### src/pkg/swire_regs.svh
`ifndef SWIRE_REGS_SVH
`define SWIRE_REGS_SVH
// register byte offsets
`define SW_CTRL_OFS 4'h0
`define SW_STAT_OFS 4'h4
`define SW_IRQ_OFS 4'h8
`define SW_MASK_OFS 4'hc
`define SW_DIV_OFS 4'h0
// control bit positions
`define SW_RPP_BIT 0
`define SW_WZ_BIT 1
`define SW_WOR_BIT 2
// status bit positions
`define SW_PRES_BIT 0
`define SW_RDV_BIT 1
`define SW_BUSY_BIT 2
// event bit positions
`define SW_EV_RST 0
`define SW_EV_WZ 1
`define SW_EV_WOR 2
// main clock rate and timebase divider: 250 MHz / 250 = 1 MHz exactly
`define SW_CLK_MHZ 250
`define SW_TB_DIV 9'd250
// times in microseconds, then the interrupt mask reset value
`define SW_RST_LOW_US 10'd511
`define SW_RST_REC_US 10'd512
`define SW_PRES_SAMPLE_US 10'd68
`define SW_WZ_LOW_US 10'd100
`define SW_SLOT_US 10'd117
`define SW_START_LOW_US 10'd5
`define SW_READ_SAMPLE_US 10'd13
`define SW_MASK_RST 3'h0
`endif

### src/pkg/swire_pkg.sv
package swire_pkg;
  typedef enum logic [2:0] {
    ST_IDLE,
    ST_RST_LOW,
    ST_RST_REC,
    ST_WZ_LOW,
    ST_SLOT_REST,
    ST_WOR_LOW,
    ST_WOR_WAIT
  } seq_state_t;

  typedef struct packed {
    logic reset_presence_request;
    logic write_zero_request;
    logic write_one_or_read_request;
  } ctrl_t;

  typedef struct packed {
    logic awready;
    logic wready;
    logic aw_got;
    logic w_got;
    logic [3:0] awaddr;
    logic [31:0] wdata;
    logic [3:0] wstrb;
    logic bvalid;
    logic [1:0] bresp;
    logic arready;
    logic rvalid;
    logic [31:0] rdata;
    logic [1:0] rresp;
  } bus_t;

  typedef struct packed {
    bus_t bus;
    ctrl_t ctrl;
    logic presence_status;
    logic read_bit_value;
    logic presence_seen;
    logic [2:0] irq_stat;
    logic [2:0] irq_mask;
    logic irq;
    seq_state_t state;
    logic [8:0] tb_cnt;
    logic tick;
    logic [9:0] us_cnt;
    logic wire_low;
    logic [2:0] sync;
  } state_t;
endpackage : swire_pkg

### src/core/swire_master.sv
// Added by the designer: the AXI4-Lite slave port and the address map.
`include "swire_regs.svh"
`timescale 1ns/1ns
`default_nettype none
module swire_master (
  input wire logic I_CLK, // main clock, 250 MHz
  input wire logic I_RST_N, // async reset, active low
  input wire logic [3:0] I_AWADDR, // write address
  input wire logic I_AWVALID, // write address valid
  output logic O_AWREADY, // write address ready
  input wire logic [31:0] I_WDATA, // write data
  input wire logic [3:0] I_WSTRB, // write strobes
  input wire logic I_WVALID, // write data valid
  output logic O_WREADY, // write data ready
  output logic [1:0] O_BRESP, // write response
  output logic O_BVALID, // write response valid
  input wire logic I_BREADY, // write response ready
  input wire logic [3:0] I_ARADDR, // read address
  input wire logic I_ARVALID, // read address valid
  output logic O_ARREADY, // read address ready
  output logic [31:0] O_RDATA, // read data
  output logic [1:0] O_RRESP, // read response
  output logic O_RVALID, // read data valid
  input wire logic I_RREADY, // read data ready
  input wire logic I_WIRE, // wire level in
  output logic O_WIRE, // wire drive value, always low
  output logic O_WIRE_OE, // high while pulling the wire low
  output logic O_IRQ // level interrupt
);
  swire_pkg::state_t r;
  swire_pkg::state_t next_r;
  logic wire_in;
  logic aw_now;
  logic w_now;
  logic [3:0] wa;
  logic [31:0] wd;
  logic [3:0] ws;
  logic [2:0] ev;
  logic [2:0] clr;

  // a change counts once it reaches the third stage, both arms giving r.sync[2]
  assign wire_in = (r.sync[2] == r.sync[1]) ? r.sync[1] : r.sync[2];

  always_comb
  begin
    next_r = r;
    ev = 3'h0;
    clr = 3'h0;
    aw_now = 1'b0;
    w_now = 1'b0;
    wa = r.bus.awaddr;
    wd = r.bus.wdata;
    ws = r.bus.wstrb;
    next_r.sync = {r.sync[1:0], I_WIRE};
    // timebase: one tick per microsecond
    next_r.tick = 1'b0;
    if (r.tb_cnt == `SW_TB_DIV - 9'd1)
    begin
      next_r.tb_cnt = 9'h0;
      next_r.tick = 1'b1;
    end
    else
    begin
      next_r.tb_cnt = r.tb_cnt + 9'd1;
    end
    // write channel
    if (I_AWVALID && r.bus.awready)
    begin
      aw_now = 1'b1;
      next_r.bus.awready = 1'b0;
      next_r.bus.aw_got = 1'b1;
      next_r.bus.awaddr = I_AWADDR;
      wa = I_AWADDR;
    end
    if (I_WVALID && r.bus.wready)
    begin
      w_now = 1'b1;
      next_r.bus.wready = 1'b0;
      next_r.bus.w_got = 1'b1;
      next_r.bus.wdata = I_WDATA;
      next_r.bus.wstrb = I_WSTRB;
      wd = I_WDATA;
      ws = I_WSTRB;
    end
    if ((r.bus.aw_got || aw_now) && (r.bus.w_got || w_now) && !r.bus.bvalid)
    begin
      next_r.bus.aw_got = 1'b0;
      next_r.bus.w_got = 1'b0;
      next_r.bus.bvalid = 1'b1;
      next_r.bus.bresp = 2'h0;
      if (wa[3:2] == `SW_CTRL_OFS >> 2)
      begin
        if (ws[0] && r.state == swire_pkg::ST_IDLE)
        begin
          next_r.ctrl.reset_presence_request = wd[`SW_RPP_BIT];
          next_r.ctrl.write_zero_request = wd[`SW_WZ_BIT];
          next_r.ctrl.write_one_or_read_request = wd[`SW_WOR_BIT];
        end
      end
      else if (wa[3:2] == `SW_IRQ_OFS >> 2)
      begin
        if (ws[0])
          clr = wd[2:0];
      end
      else if (wa[3:2] == `SW_MASK_OFS >> 2)
      begin
        if (ws[0])
          next_r.irq_mask = wd[2:0];
      end
      else if (wa[3:2] != `SW_STAT_OFS >> 2)
        next_r.bus.bresp = 2'h2;
    end
    if (r.bus.bvalid && I_BREADY)
    begin
      next_r.bus.bvalid = 1'b0;
      next_r.bus.awready = 1'b1;
      next_r.bus.wready = 1'b1;
    end
    // read channel
    if (I_ARVALID && r.bus.arready)
    begin
      next_r.bus.arready = 1'b0;
      next_r.bus.rvalid = 1'b1;
      next_r.bus.rresp = 2'h0;
      next_r.bus.rdata = 32'h0;
      if (I_ARADDR[3:2] == `SW_CTRL_OFS >> 2)
        next_r.bus.rdata[2:0] = {r.ctrl.write_one_or_read_request,
          r.ctrl.write_zero_request, r.ctrl.reset_presence_request};
      else if (I_ARADDR[3:2] == `SW_STAT_OFS >> 2)
        next_r.bus.rdata[2:0] = {r.state != swire_pkg::ST_IDLE,
          r.read_bit_value, r.presence_status};
      else if (I_ARADDR[3:2] == `SW_IRQ_OFS >> 2)
        next_r.bus.rdata[2:0] = r.irq_stat;
      else
        next_r.bus.rdata[2:0] = r.irq_mask;
    end
    if (r.bus.rvalid && I_RREADY)
    begin
      next_r.bus.rvalid = 1'b0;
      next_r.bus.arready = 1'b1;
    end
    // wire sequencer, leaves ST_IDLE on a request at once, otherwise advances on the microsecond tick
    if (r.tick)
      next_r.us_cnt = r.us_cnt + 10'd1;
    case (r.state)
      swire_pkg::ST_IDLE:
      begin
        next_r.us_cnt = 10'h0;
        if (r.ctrl.reset_presence_request)
        begin
          next_r.state = swire_pkg::ST_RST_LOW;
          next_r.wire_low = 1'b1;
          next_r.presence_seen = 1'b0;
        end
        else if (r.ctrl.write_zero_request)
        begin
          next_r.state = swire_pkg::ST_WZ_LOW;
          next_r.wire_low = 1'b1;
        end
        else if (r.ctrl.write_one_or_read_request)
        begin
          next_r.state = swire_pkg::ST_WOR_LOW;
          next_r.wire_low = 1'b1;
        end
      end
      swire_pkg::ST_RST_LOW:
        if (r.tick && r.us_cnt == `SW_RST_LOW_US - 10'd1)
        begin
          next_r.state = swire_pkg::ST_RST_REC;
          next_r.wire_low = 1'b0;
          next_r.us_cnt = 10'h0;
        end
      swire_pkg::ST_RST_REC:
      begin
        // the slave answers within 15-60 us, lasting 60-240 us
        if (r.tick && r.us_cnt == `SW_PRES_SAMPLE_US)
        begin
          next_r.presence_status = !wire_in;
          next_r.ctrl.reset_presence_request = 1'b0;
        end
        if (r.tick && r.us_cnt == `SW_RST_REC_US - 10'd1)
        begin
          next_r.state = swire_pkg::ST_IDLE;
          ev[`SW_EV_RST] = 1'b1;
        end
      end
      swire_pkg::ST_WZ_LOW:
        if (r.tick && r.us_cnt == `SW_WZ_LOW_US - 10'd1)
        begin
          next_r.state = swire_pkg::ST_SLOT_REST;
          next_r.wire_low = 1'b0;
        end
      swire_pkg::ST_SLOT_REST:
        if (r.tick && r.us_cnt == `SW_SLOT_US - 10'd1)
        begin
          next_r.state = swire_pkg::ST_IDLE;
          next_r.ctrl.write_zero_request = 1'b0;
          ev[`SW_EV_WZ] = 1'b1;
        end
      swire_pkg::ST_WOR_LOW:
        if (r.tick && r.us_cnt == `SW_START_LOW_US - 10'd1)
        begin
          next_r.state = swire_pkg::ST_WOR_WAIT;
          next_r.wire_low = 1'b0;
        end
      swire_pkg::ST_WOR_WAIT:
      begin
        // a read-zero slave keeps the wire low past the sample point
        if (r.tick && r.us_cnt == `SW_READ_SAMPLE_US)
          next_r.read_bit_value = wire_in;
        if (r.tick && r.us_cnt == `SW_SLOT_US - 10'd1)
        begin
          next_r.state = swire_pkg::ST_IDLE;
          next_r.ctrl.write_one_or_read_request = 1'b0;
          ev[`SW_EV_WOR] = 1'b1;
        end
      end
      default:
      begin
        next_r.state = swire_pkg::ST_IDLE;
        next_r.wire_low = 1'b0;
      end
    endcase
    // set wins over write-one clear
    next_r.irq_stat = (r.irq_stat & ~clr) | ev;
    next_r.irq = |(next_r.irq_stat & r.irq_mask);
  end

  always_ff @(posedge I_CLK or negedge I_RST_N)
  begin
    if (!I_RST_N)
    begin
      r <= '0;
      r.bus.awready <= 1'b1;
      r.bus.wready <= 1'b1;
      r.bus.arready <= 1'b1;
      r.sync <= 3'h7;
      r.irq_mask <= `SW_MASK_RST;
      r.state <= swire_pkg::ST_IDLE;
    end
    else
      r <= next_r;
  end

  assign O_AWREADY = r.bus.awready;
  assign O_WREADY = r.bus.wready;
  assign O_BRESP = r.bus.bresp;
  assign O_BVALID = r.bus.bvalid;
  assign O_ARREADY = r.bus.arready;
  assign O_RDATA = r.bus.rdata;
  assign O_RRESP = r.bus.rresp;
  assign O_RVALID = r.bus.rvalid;
  assign O_WIRE = 1'b0;
  assign O_WIRE_OE = r.wire_low;
  assign O_IRQ = r.irq;
endmodule : swire_master
`default_nettype wire

### config.mk
export PLATFORM = sky130hd
export DESIGN_NAME = swire_master
export DESIGN_NICKNAME = d
export VERILOG_FILES = /design/src/pkg/swire_pkg.sv /design/src/core/swire_master.sv
export VERILOG_INCLUDE_DIRS = /design/src /design/src/pkg
export SDC_FILE = /design/constraint.sdc
export NUM_CORES = 1
export LEC_CHECK = 0
export BUFFER_PORTS_ARGS = -buffer_cell sky130_fd_sc_hd__buf_2
export CORE_UTILIZATION = 55
export DETAILED_ROUTE_END_ITERATION = 16
export GPL_TIMING_DRIVEN = 1
export PLACE_DENSITY = 0.81
export SLEW_MARGIN = 20
export SYNTH_ARGS = -nofsm -noshare
export SYNTH_HDL_FRONTEND = slang
export SYNTH_SLANG_ARGS = --single-unit
### constraint.sdc
create_clock -name I_CLK -period 3 [get_ports I_CLK]
set_clock_uncertainty 0.1 [all_clocks]
set_input_delay 0.45 -clock I_CLK [delete_from_list [all_inputs] [get_ports I_CLK]]
set_output_delay 0.45 -clock I_CLK [all_outputs]
set_load 0.02 [all_outputs]
# Yosys cells after proc, flatten, opt, wreduce, memory -nomap -nowiden
# Cells that the tools add are included.
# totals
input_bits	52
mem_bits_ro	0
register_bits	59
latch_bits	0
mem_bits_rw	0
n_memories	0
# classes
addsub	2
div	0
multipliers	0
bitwise_logic	7
n_reduce_logical	37
shifts	0
n_eq_ne	26
mux	61
magnitude_cmp	0
# op_table
op	n
3-bit two-way mux	20
36-bit two-way mux	1
10-bit by 7-bit equality test with 1-bit output, second input constant	3
1-bit two-way mux	26
10-bit by 9-bit equality test with 1-bit output, second input constant	2
10-bit case mux with 2 select lines	1
3-bit case mux with 6 select lines	1
1-bit logical AND	15
2-bit two-way mux	7
2-bit nonzero test	6
11-bit two-way mux	1
10-bit by 1-bit adder with 10-bit output, second input constant	1
10-bit by 3-bit equality test with 1-bit output, second input constant	1
10-bit by 4-bit equality test with 1-bit output, second input constant	1
10-bit two-way mux	1
5-bit AND reduction	2
9-bit by 1-bit adder with 9-bit output, second input constant	1
3-bit equality test, second input constant	3
9-bit by 8-bit equality test with 1-bit output, second input constant	1
9-bit two-way mux	1
2-bit != test, second input constant	4
3-bit AND	2
2-bit equality test, second input constant	3
3-bit by 2-bit equality test with 1-bit output, second input constant	2
other kinds (19)	27

# Logic depth before layout (Yosys ltp)
# depth
ltp_word	11
mapped_depth	7
ltp_nobuf	7

# Least setup slack after synthesis
# No wires, ideal clock.
# synth_path
kind	register to register
startpoint	register r (netlist bit O_WREADY)
endpoint	register r (netlist bit O_IRQ)
n_path_buf	0
synth_period_minus_slack_ns	1.760
arrival_ns	1.534
setup_time_ns	0.126
stages_incl_launch_ff	6
slack_ns	1.240
path_cell_list	dfstp_2 > nand2_2 > mux2_2 > nand4_1 > a21o_1 > a221o_1
# synth_rtl
item	line	text
start, declared	swire_master.sv:30	swire_pkg::state_t r;
start signal, assigned	swire_master.sv:242	r <= next_r;

==> results.tsv <==
stage	metric	value	unit
sta	relSlewSlack	0.467	
yosys	yosys.cell_types.count	50	
worst_setup_path	start_kind	flip-flop	
floorplanning	core	5200	sq um
detailed_routing	avgRoutedWirePerCell	13.1	microns
global_routing	grt_pass1_wl	8750	microns
global_routing	grt_use_total	0.189	
clocking	cts-resized-gates	0	
floorplanning	io_pins	96	
sta	hold_ws	0.131	ns
floorplanning	die_h	76.0	microns
clocking	ctsRootBufferMaster	clkbuf_8	
sta	rsz0062_at_grt	no	
sta	finalCritPeriodShare	0.672	
cells_and_area	finalCoreUtilization	0.606	
global_routing	grt_max_degree	24	
place	portBuffers	26	
worst_setup_path	worstSetupEndpointType	flip-flop	
cells_and_area	syn2layout_area_growth	4.69	%
yosys	synth_edf_count	0	
yosys	async_flop_share	1.00	
detailed_routing	via_count	2024	
cells_and_area	antenna_cells	0	
sta	tightest_slew	0.798	ns
pwr	power.leakage	1.54	nW
sta	clock.fmax	496	MHz
floorplanning	rows	26	
yosys	seq_area_frac_synth	0.468	
sta	slew_violations	0	
yosys	ys_top_cells_by_area	dfrtp_1, buf_4, dfstp_2	
worst_setup_path	cp.arrival	2.13	ns
yosys	ys_warn_count	0	
worst_setup_path	crit_fanout	14	
yosys	synthTopCellsByCount	dfrtp_1, buf_4, nor2_1	
place	gp_congestion	0.864	
sta	setup_violations	0	
floorplanning	initial_core_util	0.579	
cells_and_area	fin_area	3150	sq um
worst_setup_path	reg2reg_slack	0.98	ns
sta	finalSetupTns	0	ns
worst_setup_path	worst_path_max_delay_cell	dfrtp_1	
place	placed_area	3050	sq um
global_routing	grt_pass1_vias	1842	
detailed_routing	ant_nets	0	
yosys	syn_area_per_cell	10.4	sq um
worst_setup_path	max_stage_delay	0.57	ns
floorplanning	dieArea	5780	sq um
yosys	yosysTopAreaCellShare	0.415	
global_routing	busiest_layer	met2	
clocking	cts-buffers-inserted	5	
detailed_routing	vias_per_cell	5.27	
yosys	syn_area	3010	sq um
clocking	cts_sinks	56	
detailed_routing	drt_iter0_markers	179	
clocking	clk_pin_slew	0.11	ns
clocking	clkLatencyLatePin	0.32	ns
global_routing	grtUsageMet2	0.306	
cells_and_area	fill_cells	435	
yosys	yosys_most_used_dff	dfrtp_1	
hold_path	hold_class	in2reg	
sta	layout_min_cycle_time	2.02	ns
global_routing	antenna_found_initial	0	
worst_setup_path	path_delay_family	simple AND/OR/NAND/NOR gates	
floorplanning	die_w	76.0	microns
detailed_routing	drc	0	
detailed_routing	dr.pass1.iters	4	
sta	hold_viol_final	0	
yosys	synthCells	290	
yosys	synth-seq-cells	56	
yosys	synth_area_leader_cell	dfrtp_1	
worst_setup_path	critPathKind	reg2reg	
clocking	cts_tree	yes	
cells_and_area	layout.nets	371	
yosys	synth_most_common_cell	dfrtp_1	
flow_run	cap_violations	0	
run_status	status	finished, final reports clean	
pwr	power-per-cell-area	606	nW/um^2
worst_setup_path	cp.required	3.11	ns
cells_and_area	drive_above_1_share	0.207	
global_routing	grt-ovfl-total	0	
detailed_routing	wl	5050	microns
global_routing	gr-usage-met1	0.260	
worst_setup_path	crit_chain	or3_4, a211oi_1, nand4_1, mux2i_1, nor2b_1	
place	place_hpwl	3740	microns
pwr	irDropWorstVdd	0.291	mV
worst_setup_path	path_buf_inv	0	
clocking	htreeDepth	2	
clocking	cts_buffer_depth	2	
global_routing	grt_util_met3	0.0359	
metal layers:
| layer | part of all wire | wire (microns) | up-vias |
|---|---|---|---|
| met5 | 0 | 0 | - |
| li1 | - | - | 991 |
| met4 | 0.013 | 67 | 0 |
| met2 | 0.48 | 2410 | 55 |
| met1 | 0.47 | 2390 | 973 |
| met3 | 0.034 | 173 | 5 |
layout by cell type, fill, tap and decap left out, drive strengths merged, types with 2 or more instances in the layout:
cell     n
a21oi    4
o21ai    5
nor4     6
dfrtp   50
mux2i    7
and3     6
a31o     3
mux2    10
a31oi    3
nand3   10
conb    33
nor2    31
inv     15
and4b    2
and4     2
clkbuf   5
nand4   10
buf     28
clkinv   2
nor3     5
dfstp    6
mux4     3
xnor2    3
or3      2
o21a     4
nand3b   2
or2      2
a21o     4
nor2b    2
a221o    2
xor2    12
nand2   17
ha       6
state kept, by name (all words and copies together) (netlist names):
name	flops
O_BVALID	1
O_AWREADY	1
O_WIRE_OE	1
next_r	2
O_BRESP	1
O_WREADY	1
O_RVALID	1
O_IRQ	1
O_ARREADY	1
r	43
O_RDATA	3
logic make-up after synthesis:
| logic type | count (synthesis) | share of synthesized area |
|---|---|---|
| AO/OA/AOI/OAI | 32 | 0.0752 |
| XOR/XNOR | 15 | 0.0436 |
| adder cells (fa/ha/maj) | 6 | 0.0249 |
| other | 1 | 0.00124 |
| buffers and inverters | 59 | 0.123 |
| AND/OR/NAND/NOR | 101 | 0.182 |
| multiplexers | 20 | 0.0831 |
| flip-flops | 56 | 0.468 |
worst paths after layout:
| path | cells after the start | end | start |
|---|---|---|---|
| max | 5 | r[39] | r[26] |
| min | 1 | next_r[1] | I_WIRE |
| max reg2reg | 5 | r[39] | r[26] |
| min reg2reg | 0 | r[2] | next_r[2] |
| max in group asynchronous | 3 | next_r[2] | I_RST_N |
| min in group asynchronous | 2 | r[33] | I_RST_N |
where the power goes:
group / total [W] / internal [W] / switching [W]
clock: 0.000433 / 0.000171 / 0.000262
sequential: 0.000990 / 0.000874 / 0.000116
combinational: 0.000488 / 0.000201 / 0.000286
repair_timing:
item | CTS | global route
endpoints found under the hold margin | 13 | 0
setup buffers | 0 | 0
hold buffers | 1 | 0
stage by stage:
| step | total power, W | setup WS [ns] | std cells |
|---|---|---|---|
| floorplan | 0.00141 | 1.24 | 322 |
| finish | 0.00191 | 0.983 | 384 |
| global route | 0.00203 | 0.899 | 384 |
| detailed placement | 0.00149 | 1.03 | 375 |
| global placement | 0.00148 | 1.05 | 375 |
| CTS | 0.00193 | 0.994 | 384 |
cell type report:
cell class | count | area [sq um] | area share
Tap cell | 70 | 87.6 | 0.0278
Clock inverter | 3 | 26.3 | 0.00833
Timing Repair Buffer | 29 | 155 | 0.0492
Multi-Input combinational cell | 207 | 1360 | 0.430
Clock buffer | 5 | 68.8 | 0.0218
Inverter | 14 | 52.6 | 0.0167
Sequential cell | 56 | 1410 | 0.447
worst reg2reg max path, cell delays in order, from the launching register on:
cell and delay, ns:
dfrtp_1 0.57, or3_4 0.48, a211oi_1 0.19, nand4_1 0.25
mux2i_1 0.25, nor2b_1 0.07
Power figures use the tool's default switching activity.
